File: src/acc_consts.svh
// Purpose: Constants of the conversion control block
// Assumes: System clock of 25 MHz
// Notes: Counts derive from times and rates below
`ifndef ACC_CONSTS_SVH
`define ACC_CONSTS_SVH

// ----------------------------------------------------------------
// Clocks
// ----------------------------------------------------------------
`define ACC_SYS_CLK_HZ 25000000
`define ACC_INT_CONV_CLK_HZ 6250000
`define ACC_INT_HALF_CYC (`ACC_SYS_CLK_HZ / (2 * `ACC_INT_CONV_CLK_HZ))
`define ACC_EXT_CONV_CLK_MAX_HZ 20000000

// ----------------------------------------------------------------
// Conversion timing in conversion clock half cycles
// ----------------------------------------------------------------
`define ACC_CONV_CYCLES_X2 37
`define ACC_CONV_EDGES 6'd37
`define ACC_PRECHARGE_EDGES 6'd2
`define ACC_GAP_EDGES 6'd2

// ----------------------------------------------------------------
// Reset values
// ----------------------------------------------------------------
`define ACC_RST_SPAN 1'b0
`define ACC_RST_PAIRS 3'h0
`define ACC_RST_DAC 10'h000
`define ACC_RST_DIV 3'h0

`endif

File: src/acc_pkg.sv
// Purpose: Types of the conversion control block
// Assumes: Nothing
// Notes: Constants live in acc_consts.svh
package acc_pkg;

  typedef enum logic [1:0] {
    ST_IDLE,
    ST_ARM,
    ST_CONV,
    ST_GAP
  } acc_state_e;

  typedef logic [2:0] acc_pairs_t;

endpackage

File: src/acc_tick_if.sv
// Purpose: Carrier between the controller and the clock edge source
// Assumes: One clock domain
// Notes: tick marks one conversion clock edge
`timescale 1ns/1ps
interface acc_tick_if;
  logic ext_sel;
  logic tick;
  modport src (input ext_sel, output tick);
  modport snk (output ext_sel, input tick);
endinterface

File: src/acc_sync.sv
// Purpose: Two flip-flop synchronisers for pin inputs
// Assumes: Inputs asynchronous to CLK
// Notes: Only the second stage leaves this module
`timescale 1ns/1ps
module acc_sync #(
  parameter int W = 5
) (
  input wire logic clk_i,
  input wire logic rst_i,
  input wire logic [W-1:0] d_i,
  output logic [W-1:0] q_o
);

  logic [W-1:0] meta_q;
  logic [W-1:0] sync_q;

  // ----------------------------------------------------------------
  // Per bit synchroniser
  // ----------------------------------------------------------------
  for (genvar g = 0; g < W; g++) begin : g_bit
    always_ff @(posedge clk_i) begin
      if (rst_i) begin
        meta_q[g] <= 1'b0;
        sync_q[g] <= 1'b0;
      end else begin
        meta_q[g] <= d_i[g];
        sync_q[g] <= meta_q[g];
      end
    end
  end

  assign q_o = sync_q;

endmodule

File: src/acc_conv_tick.sv
// Purpose: Edge pulses of the internal or external conversion clock
// Assumes: External clock level already synchronised
// Notes: Sampling at 25 MHz, fast external clocks alias
`timescale 1ns/1ps
`include "acc_consts.svh"
module acc_conv_tick (
  input wire logic clk_i,
  input wire logic rst_i,
  input wire logic ext_clk_s_i,
  acc_tick_if.src tk
);

  localparam logic [2:0] HALF_LAST = 3'(`ACC_INT_HALF_CYC - 1);

  logic [2:0] div_q, div_d;
  logic ext_prev_q, ext_prev_d;
  logic tick_q, tick_d;

  // ----------------------------------------------------------------
  // Next values
  // ----------------------------------------------------------------
  always_comb begin
    ext_prev_d = ext_clk_s_i;
    div_d = (div_q == HALF_LAST) ? `ACC_RST_DIV : div_q + 3'h1;
    // Both edges count, a stopped external clock simply gives none
    if (tk.ext_sel) begin
      tick_d = ext_clk_s_i ^ ext_prev_q; // RULE5
    end else begin
      tick_d = (div_q == HALF_LAST); // RULE5
    end
  end

  always_ff @(posedge clk_i) begin
    if (rst_i) begin
      div_q <= `ACC_RST_DIV;
      ext_prev_q <= 1'b0;
      tick_q <= 1'b0;
    end else begin
      div_q <= div_d;
      ext_prev_q <= ext_prev_d;
      tick_q <= tick_d;
    end
  end

  assign tk.tick = tick_q;

endmodule

File: src/acc_ctrl.sv
// Purpose: Conversion control of a three pair sampling converter
// Assumes: Control bits come from logic on CLK_I; strobes and pins are async
// Notes: All outputs registered; conversion clock seen as edge pulses
`timescale 1ns/1ps
`include "acc_consts.svh"

// Rules this block and its host keep
// RULE1: Span from pin in hardware, bits in software
// RULE2: Reference level bit picks 2.5 or 3 V
// RULE3: Latch span pin on busy fall, polarity zero
// RULE4: Precharge sampling capacitors before next acquisition
// RULE5: Internal clock default; software may select external
// RULE6: Conversion lasts 18.5 conversion clock cycles
// RULE7: External clock may stop low between conversions
// RULE8: External clock duty kept within 45 to 55
// RULE9: Hold pair inputs on its strobe rising edge
// RULE10: Software mode uses pair A strobe for all, outside sequential mode
// RULE11: Conversion starts on next conversion clock edge
// RULE12: Host holds strobes high while busy
// RULE13: Strobe fall while busy powers pair down partly
// RULE14: Host keeps strobe skew within 4 ns
// RULE15: Strobes during a conversion are ignored outside sequential mode
// RULE16: Busy rises on strobe, falls with results ready
// RULE17: Host may read right after busy falls
// RULE18: Sequential mode drops busy for one cycle
// RULE19: Busy polarity bit inverts busy output
// RULE20: Ten bit reference code driven to the DAC
// RULE21: Software keeps DAC code at least 204
// RULE22: Internal reference and buffers may power down
// RULE23: Mode select low hardware, high software
// RULE24: Busy active high with polarity bit zero
module acc_ctrl
  import acc_pkg::*;
(
  input wire logic CLK_I,
  input wire logic RESET_I,
  input wire logic [2:0] PAIR_START_STROBE_I,
  input wire logic MODE_SELECT_INPUT_I,
  input wire logic SHARED_PIN_I,
  input wire logic [2:0] SPAN_BITS_I,
  input wire logic REFERENCE_LEVEL_BIT_I,
  input wire logic BUSY_POLARITY_BIT_I,
  input wire logic CLOCK_SOURCE_BIT_I,
  input wire logic SEQ_MODE_I,
  input wire logic [9:0] DAC_CODE_I,
  input wire logic REF_ENABLE_I,
  input wire logic [2:0] BUF_PD_I,
  output logic BUSY_O,
  output logic [2:0] SPAN_O,
  output logic REF_RANGE_O,
  output logic [9:0] DAC_CODE_O,
  output logic EXT_CLK_SEL_O,
  output logic [2:0] HOLD_O,
  output logic [2:0] CONVERTING_O,
  output logic [2:0] PRECHARGE_O,
  output logic [2:0] PARTIAL_PD_O,
  output logic RESULT_LOAD_O,
  output logic REF_PD_O,
  output logic [2:0] BUF_PD_O
);

  localparam logic [5:0] LAST_EDGE = `ACC_CONV_EDGES - 6'd1;
  localparam logic [5:0] PRE_FIRST = `ACC_CONV_EDGES - `ACC_PRECHARGE_EDGES;
  localparam logic [5:0] GAP_LAST = `ACC_GAP_EDGES - 6'd1;

  // ----------------------------------------------------------------
  // Pin synchronisers and clock edge source
  // ----------------------------------------------------------------
  logic [4:0] pins_s;
  logic [2:0] strobe_s;
  logic sw_mode;
  logic shared_s;

  acc_sync #(.W(5)) u_sync (
    .clk_i(CLK_I),
    .rst_i(RESET_I),
    .d_i({SHARED_PIN_I, MODE_SELECT_INPUT_I, PAIR_START_STROBE_I}),
    .q_o(pins_s)
  );

  assign strobe_s = pins_s[2:0];
  assign sw_mode = pins_s[3]; // RULE23
  assign shared_s = pins_s[4];

  acc_tick_if tk ();

  acc_conv_tick u_tick (
    .clk_i(CLK_I),
    .rst_i(RESET_I),
    .ext_clk_s_i(shared_s),
    .tk(tk.src)
  );

  // External clock only in software mode, on the span pin
  assign tk.ext_sel = sw_mode & CLOCK_SOURCE_BIT_I; // RULE5

  // ----------------------------------------------------------------
  // Strobe edges
  // ----------------------------------------------------------------
  logic [2:0] strobe_p_q;
  logic [2:0] rise;
  logic [2:0] fall;
  logic shared_start;
  acc_pairs_t start_set;

  always_ff @(posedge CLK_I) begin
    if (RESET_I) begin
      strobe_p_q <= `ACC_RST_PAIRS;
    end else begin
      strobe_p_q <= strobe_s;
    end
  end

  assign rise = strobe_s & ~strobe_p_q;
  assign fall = ~strobe_s & strobe_p_q;
  assign shared_start = sw_mode & ~SEQ_MODE_I;

  always_comb begin
    if (shared_start) begin
      start_set = rise[0] ? 3'h7 : 3'h0; // RULE10
    end else begin
      start_set = rise; // RULE10
    end
  end

  // ----------------------------------------------------------------
  // Conversion sequencer
  // ----------------------------------------------------------------
  acc_state_e state_q, state_d;
  logic [5:0] cnt_q, cnt_d;
  acc_pairs_t active_q, active_d;
  acc_pairs_t pend_q, pend_d;
  acc_pairs_t pd_q, pd_d;
  logic busy_q, busy_d;
  logic load_d;

  always_comb begin
    state_d = state_q;
    cnt_d = cnt_q;
    active_d = active_q;
    pend_d = pend_q;
    pd_d = pd_q;
    busy_d = busy_q;
    load_d = 1'b0;
    unique case (state_q)
      ST_IDLE: begin
        if (|start_set) begin
          active_d = start_set; // RULE9
          busy_d = 1'b1; // RULE16
          pd_d = pd_q & ~start_set;
          state_d = ST_ARM;
        end
      end
      ST_ARM: begin
        // Late strobes within the skew window join before the first edge
        if (!shared_start) begin
          active_d = active_q | rise; // RULE14
        end
        if (tk.tick) begin
          cnt_d = 6'd1;
          state_d = ST_CONV; // RULE11
        end
      end
      ST_CONV: begin
        if (tk.tick) begin
          if (cnt_q == LAST_EDGE) begin // RULE6
            load_d = 1'b1;
            busy_d = 1'b0; // RULE16
            cnt_d = 6'd0;
            if (SEQ_MODE_I) begin
              state_d = ST_GAP; // RULE18
            end else begin
              active_d = `ACC_RST_PAIRS;
              state_d = ST_IDLE;
            end
          end else begin
            cnt_d = cnt_q + 6'd1;
          end
        end
      end
      ST_GAP: begin
        if (tk.tick) begin
          cnt_d = cnt_q + 6'd1;
          if (cnt_q == GAP_LAST) begin // RULE18
            cnt_d = 6'd0;
            if (|pend_q) begin
              active_d = pend_q;
              pd_d = pd_q & ~pend_q;
              pend_d = `ACC_RST_PAIRS;
              busy_d = 1'b1;
              state_d = ST_ARM;
            end else begin
              active_d = `ACC_RST_PAIRS;
              state_d = ST_IDLE;
            end
          end
        end
      end
    endcase
    // Outside sequential mode new strobes are dropped while busy;
    // strobes in the arm window join instead of queueing twice
    if (SEQ_MODE_I && (state_q == ST_CONV || state_q == ST_GAP)) begin
      pend_d = pend_d | rise;
    end // RULE15
    // Placed last, but a fall counts only while busy_q, which is low at every start clear
    if (busy_q) begin
      pd_d = pd_d | (fall & active_q); // RULE13
    end
  end

  always_ff @(posedge CLK_I) begin
    if (RESET_I) begin
      state_q <= ST_IDLE;
      cnt_q <= 6'd0;
      active_q <= `ACC_RST_PAIRS;
      pend_q <= `ACC_RST_PAIRS;
      pd_q <= `ACC_RST_PAIRS;
      busy_q <= 1'b0;
    end else begin
      state_q <= state_d;
      cnt_q <= cnt_d;
      active_q <= active_d;
      pend_q <= pend_d;
      pd_q <= pd_d;
      busy_q <= busy_d;
    end
  end

  // ----------------------------------------------------------------
  // Span latch
  // ----------------------------------------------------------------
  logic span_lat_q, span_lat_d;

  always_comb begin
    span_lat_d = span_lat_q;
    if (busy_q && !busy_d && !BUSY_POLARITY_BIT_I) begin
      span_lat_d = shared_s; // RULE3
    end
  end

  always_ff @(posedge CLK_I) begin
    if (RESET_I) begin
      span_lat_q <= `ACC_RST_SPAN;
    end else begin
      span_lat_q <= span_lat_d;
    end
  end

  // ----------------------------------------------------------------
  // Registered outputs
  // ----------------------------------------------------------------
  logic busy_o_d;
  logic [2:0] span_o_d;
  logic [2:0] conv_o_d;
  logic [2:0] pre_o_d;
  logic in_conv_d;

  always_comb begin
    busy_o_d = busy_d ^ BUSY_POLARITY_BIT_I; // RULE19 RULE24
    if (sw_mode) begin
      span_o_d = SPAN_BITS_I; // RULE1
    end else if (BUSY_POLARITY_BIT_I) begin
      span_o_d = {3{shared_s}}; // RULE1
    end else begin
      span_o_d = {3{span_lat_d}}; // RULE1
    end
    in_conv_d = (state_d == ST_CONV);
    // Precharge in the last edges leaves the next sample defined
    if (in_conv_d && cnt_d >= PRE_FIRST) begin
      pre_o_d = active_d; // RULE4
      conv_o_d = `ACC_RST_PAIRS;
    end else begin
      pre_o_d = `ACC_RST_PAIRS;
      conv_o_d = in_conv_d ? active_d : `ACC_RST_PAIRS;
    end
  end

  always_ff @(posedge CLK_I) begin
    if (RESET_I) begin
      BUSY_O <= 1'b0;
      SPAN_O <= `ACC_RST_PAIRS;
      REF_RANGE_O <= 1'b0;
      DAC_CODE_O <= `ACC_RST_DAC;
      EXT_CLK_SEL_O <= 1'b0;
      HOLD_O <= `ACC_RST_PAIRS;
      CONVERTING_O <= `ACC_RST_PAIRS;
      PRECHARGE_O <= `ACC_RST_PAIRS;
      PARTIAL_PD_O <= `ACC_RST_PAIRS;
      RESULT_LOAD_O <= 1'b0;
      REF_PD_O <= 1'b1;
      BUF_PD_O <= `ACC_RST_PAIRS;
    end else begin
      BUSY_O <= busy_o_d;
      SPAN_O <= span_o_d;
      REF_RANGE_O <= REFERENCE_LEVEL_BIT_I; // RULE2
      DAC_CODE_O <= DAC_CODE_I; // RULE20
      EXT_CLK_SEL_O <= tk.ext_sel;
      HOLD_O <= active_d; // RULE9
      CONVERTING_O <= conv_o_d;
      PRECHARGE_O <= pre_o_d;
      PARTIAL_PD_O <= pd_d;
      RESULT_LOAD_O <= load_d;
      REF_PD_O <= ~REF_ENABLE_I; // RULE22
      BUF_PD_O <= BUF_PD_I; // RULE22
    end
  end

endmodule

File: config.mk
export PLATFORM = sky130hd
export DESIGN_NAME = acc_ctrl
export DESIGN_NICKNAME = d
export VERILOG_FILES = /design/src/acc_pkg.sv /design/src/acc_tick_if.sv /design/src/acc_sync.sv /design/src/acc_conv_tick.sv /design/src/acc_ctrl.sv
export VERILOG_INCLUDE_DIRS = /design/src /design/src/src
export SDC_FILE = /design/constraint.sdc
export NUM_CORES = 1
export LEC_CHECK = 0
export ABC_AREA = 1
export BUFFER_PORTS_ARGS = -buffer_cell sky130_fd_sc_hd__buf_4
export CORE_ASPECT_RATIO = 0.5
export CORE_MARGIN = 10
export CORE_UTILIZATION = 30
export CTS_CLUSTER_SIZE = 40
export DETAILED_ROUTE_END_ITERATION = 8
export GPL_TIMING_DRIVEN = 0
export HOLD_SLACK_MARGIN = 0.08
export MAX_ROUTING_LAYER = met4
export PLACE_DENSITY = 0.47
export SYNTH_ARGS = -nofsm -noshare
export SYNTH_HDL_FRONTEND = slang
export SYNTH_HIERARCHICAL = 1
export SYNTH_SLANG_ARGS = --single-unit
File: constraint.sdc
create_clock -name CLK_I -period 2.7 [get_ports CLK_I]
set_input_delay 0 -clock CLK_I [delete_from_list [all_inputs] [get_ports CLK_I]]
set_output_delay 0 -clock CLK_I [all_outputs]
set_load 0.02 [all_outputs]
### Word-level counts from Yosys, hierarchy flattened

Index checks and enable logic that the tools add are counted.

| word-level totals | value |
|---|---|
| register bits after elaboration | 64 |
| bits of input ports | 28 |
| word-level logic and storage cells | 126 |
| output and inout port bits | 33 |

| operators by class | value |
|---|---|
| reductions and logical operators | 14 |
| mux-type cells | 49 |
| bitwise gates (word level) | 22 |
| equality and inequality tests | 7 |
| $lt $le $gt $ge | 1 |
| add/subtract/negate cells | 2 |

Operators by type and width:

| operator | count |
|---|---|
| $mux 3 | 22 |
| $mux 6 | 5 |
| $pmux 6 s3 | 1 |
| $and 3x3->3 | 5 |
| $mux 2 | 7 |
| $not 3->3 | 4 |
| $pmux 3 s4 | 1 |
| $reduce_or 3->1 | 4 |
| $mux 1 | 10 |
| $or 3x3->3 | 3 |
| $pmux 2 s4 | 1 |
| $add 6x1->6 const B | 1 |
| $eq 2x2->1 const B | 3 |
| $eq 6x1->1 const B | 1 |
| $eq 6x6->1 const B | 1 |
| $ge 6x6->1 const B | 1 |
| $not 1->1 | 6 |
| $pmux 3 s2 | 1 |
| $logic_and 1x1->1 | 4 |
| $reduce_or 2->1 | 2 |
| $add 3x1->3 const B | 1 |
| $eq 3x1->1 const B | 1 |
| $pmux 1 s3 | 1 |
| $and 1x1->1 | 2 |
| other kinds (5) | 7 |

### Depth between registers and ports, before layout

| logic depth | value |
|---|---|
| word-level depth | 13 |
| depth in mapped cells | 14 |
| mapped depth without buffers | 14 |

### Hierarchy

The synthesis kept the hierarchy.

Modules (own cells, without submodules):

| module | sequential area each (µm²) | cells an instance | times used | area an instance (µm²) |
|---|---|---|---|---|
| acc_ctrl | 980.9 | 326 | 1 | 2352.3 |
| acc_sync | 200.2 | 31 | 1 | 286.5 |
| acc_conv_tick | 100.1 | 27 | 1 | 212.7 |

### Worst setup path after synthesis

OpenSTA, ideal clock, no wires.

| timing | value |
|---|---|
| path type | reg2reg |
| start point | reg state_q[0] |
| end point | reg CONVERTING_O[2] |
| data required time | 2.584 ns |
| path buffers | 0 |
| library setup time | 0.116 ns |
| setup slack | 1.007 ns |
| period minus slack after synthesis | 1.693 ns |
| stages on the path, launching flop included | 13 |
| data arrival time | 1.578 ns |
| cells stage by stage | dfxtp_1 inv_1 ha_1 inv_1 nand2_1 inv_1 nand3_1 a21oi_1 nand3_1 nand2_1 nand3_2 nand2_2 nor2_1 |

| on the way | value |
|---|---|
| cells in the longest elaborated chain, start to end | 6 |
| elaborated cells between the ends (all ways) | 18 |
| classes of those cells | order compare (1); eq/ne (4); mux (9); bitwise (1); reduce/logical (3) |

Ends and longest elaborated chain:

| element | line | RTL |
|---|---|---|
| start, declared | acc_ctrl.sv:129 | `acc_state_e state_q, state_d;` |
| start signal, assigned | acc_ctrl.sv:220 | `state_q <= state_d;` |
| parallel branches: the longest is 6 deep, another holds $ge 6x6->1 | - |  |
| end signal, assigned | acc_ctrl.sv:286 | `` CONVERTING_O <= `ACC_RST_PAIRS; `` |
| end signal, assigned | acc_ctrl.sv:299 | `CONVERTING_O <= conv_o_d;` |
| end, declared | acc_ctrl.sv:54 | `output logic [2:0] CONVERTING_O,` |

Several ways; the timed one is not identified.
A chain may end at the register's enable or synchronous reset.

### Worst setup path in the final report

Same ends and word-level chain as after synthesis.

==> metrics.txt <==
outcome=completed; Initial Util=a little under a third; n_diodes=0; DIE AREA=around 14,000 um^2; Max Buffers Root-to-Sink=2; CTS buffer count=9; critical path class=reg2reg; final setup TNS=0 ps; Max-Cap Viols=0; DP Wirelength=5.573 mm; gr usage total=a little under an eighth; Reg2Reg Depth=13; max-slew violations=0; Unique masters post-synth=33; placed cells=565; largest net degree at the start of global routing=13; Worst Path Required=a little under 3000 ps; RD Place Congestion=approximately 0.86; Post-Syn Instances=roughly 380; flops & latches, synth=64; Reg power frac=39.2%; CP Launch Type=flip-flop; routed len/inst=~12 um; H-tree Lvls=3; Remaining Overflow, GRT=0; Final Hold Fails=0; CP startpoint=state_q[0]; most frequent cells in the layout=nor2_1 (71), nand2_1 (68), dfxtp_1 (64), inv_1 (64), buf_4 (62); switching power=648.4 uW; Vias=2,557; CP top delay family=simple AND/OR/NAND/NOR gates; drt first pass iters=4; most numerous cell on the critical path=nand2_1; Reg2Reg Setup Slack=just under 600 ps; Mapped Area=2851 um^2; core area=9353 um^2; DR vias/cell=4.213; fin crit share=78.21%; Avg Inst Size Synth=7.426 um^2; peak supply drop=0.3325 mV; Area Growth Syn to Fin=41.51%; critical path's slowest cell=dfxtp_1; Clk network pwr share=between 40 and 50%; Post-CTS Repair Setup Buffers=0; Slew @ Worst Pin=591.1 ps; initial antenna violation count=0; count of buffers from port buffering=60; Worst Setup End Kind=flip-flop; non-filler cells, final=607; sequential fraction of the synthesis area=44.93%; Final min period=between 2000 and 2500 ps; total power per unit cell area=between 600 and 700 nW/um^2; Buf/Inv on CP=1; Die H=between 80 and 90 um; Clk Latency, worst-skew pair=330 ps; first-pass GRT wire length=~12 mm; clk root buf=clkbuf_16; Clock Pin Slew Worst Setup and Hold Paths=~60 ps; Setup Viol. Count Final=0; fmax=approximately 470 MHz; yosys warns=6; nets@finish=518; Synth top area share=44.93%; Crit. path cell count=13; Leak Pwr=0.001931 uW; max_slew headroom=between 60% and 70%; RSZ-0062 raised after global routing=false; Crit Reg-Reg Endpoint=CONVERTING_O[2]; Iteration-0 DRC Markers=148; commonest non-fill, non-tap cell in the layout=nor2_1; DRC=0; Post-DRT Antenna Nets=0; Max stage delay on crit path=between 400 and 500 ps; Cell Rows=25; Syn Nets=421; Die X=157.9 um; Sink Count=64; Worst setup endpoint=CONVERTING_O[2]; main area contributors after synthesis=dfxtp_1 (45%), nor2_1 (9.3%), nand2_1 (9.0%); CTS tree=done; r2r startpoint=state_q[0]; internal power=between 1500 and 2000 uW; CP Cell Sequence=inv_1, ha_1, nor2_1, nand2_1, nand2_1, nand2_1, nand2_1, nand2_1, nor2_1, nand2_1, nand3_2, nand2_2, nor2_1; Top Ports=61; layout cells sized above 1=25.10%; DRT Wirelength=7.418 mm; HP Class=in2reg; Fin Clk Skew=6.654 ps; number of global-route vias before repair=2,465; Synth area leader=dfxtp_1; switching part of the total=24.96%; combinational share of power=13.2%; worst path arrival time=2380 ps; CP max FO=7
-- sequential cells by signal, summed over array words and instances (netlist names), 2 cells and up --
| name | flops |
|---|---|
| cnt_q | 6 |
| SPAN_O | 3 |
| state_q | 2 |
| DAC_CODE_O | 10 |
| strobe_p_q | 3 |
| u_tick/div_q | 3 |
| pend_q | 3 |
| PARTIAL_PD_O | 3 |
| BUF_PD_O | 3 |
| u_sync/q_o | 5 |
| HOLD_O | 3 |
| u_sync/meta_q | 5 |
| PRECHARGE_O | 3 |
| CONVERTING_O | 3 |
-- cell usage after synthesis, drive strengths merged --
master	count
a31oi	2
o21ai	13
nor2	76
clkbuf	5
inv	69
xnor2	1
ha	9
o31ai	3
dfxtp	64
nor3	3
o22ai	1
or2	2
buf	4
a21oi	15
a31o	1
nand4	7
nand2	81
nor2b	1
o211ai	2
o2111ai	1
nand3	24
-- worst register-to-register path, delay by kind of cell, from the launching register on --
| kind | cells | cell delay [ps] |
|---|---|---|
| flip-flops | 1 | 450 |
| AND/OR/NAND/NOR | 11 | 1200 |
| buffers and inverters | 1 | 100 |
| adder cells (fa/ha/maj) | 1 | 320 |
-- through the flow --
step	util, %	total power, uW	setup slack, ps	instance area (um^2)	hold slack (ps)
finish	43.14	2598	588.2	4035	159.7
global placement	36.92	1355	568.8	3453	165.6
detailed placement	36.92	1352	608.9	3453	171.2
floorplan	-	1231	1007	2851	69.99
global route	43.14	2718	352.6	4035	176.0
CTS	43.14	2635	592.8	4035	145.2
-- power by group through the flow --
stage          logic (uW)  clock network, uW  registers (uW)
4_1_cts               345               1270            1020
2_1_floorplan         173                  0            1060
6_report              342               1240            1020
3_5_place_dp          314                  0            1040
3_3_place_gp          316                  0            1040
5_1_grt               386               1310            1020
-- layer usage --
metal	global-route usage (%)	share of wire, %
met4	3.963	1.6
met1	14.43	49
met5	-	0
met2	17.15	45
met3	3.602	4.2
-- cell type report --
type                       instances  area [um^2]
buffer                             9        66.31
sequential                        64         1281
fill                             922         5318
inverter                          69        259.0
multi-input combinational        242         1245
clock buffer                       9        225.2
clock inverter                     7        96.34
timing repair buffer              86        710.7
tap                              121        151.4
-- logic make-up (layout without fill, tap and decap cells) --
family	count (synthesis)	after routing	synth area share, %
AND/OR/NAND/NOR	194	194	31.11
buffers and inverters	78	180	11.41
flip-flops	64	64	44.93
AO/OA/AOI/OAI	38	38	8.293
adder cells (fa/ha/maj)	9	9	3.949
XOR/XNOR	1	1	0.3072
-- worst min path at each step --
stage                  to  cells past startpoint         start  slack [ps]
2_1_floorplan    REF_PD_O                      1  REF_ENABLE_I          70
3_3_place_gp     REF_PD_O                      2  REF_ENABLE_I         170
3_5_place_dp     REF_PD_O                      2  REF_ENABLE_I         170
4_1_cts        state_q[0]                      5    SEQ_MODE_I         150
5_1_grt        state_q[0]                      5    SEQ_MODE_I         180
6_report       state_q[0]                      5    SEQ_MODE_I         160
-- repair_timing --
action / CTS / global route
hold buffers: 26 / 0
gates resized for setup: 0 / 0
endpoints found under the hold margin: 37 / 0
Power figures use the tool's default switching activity.
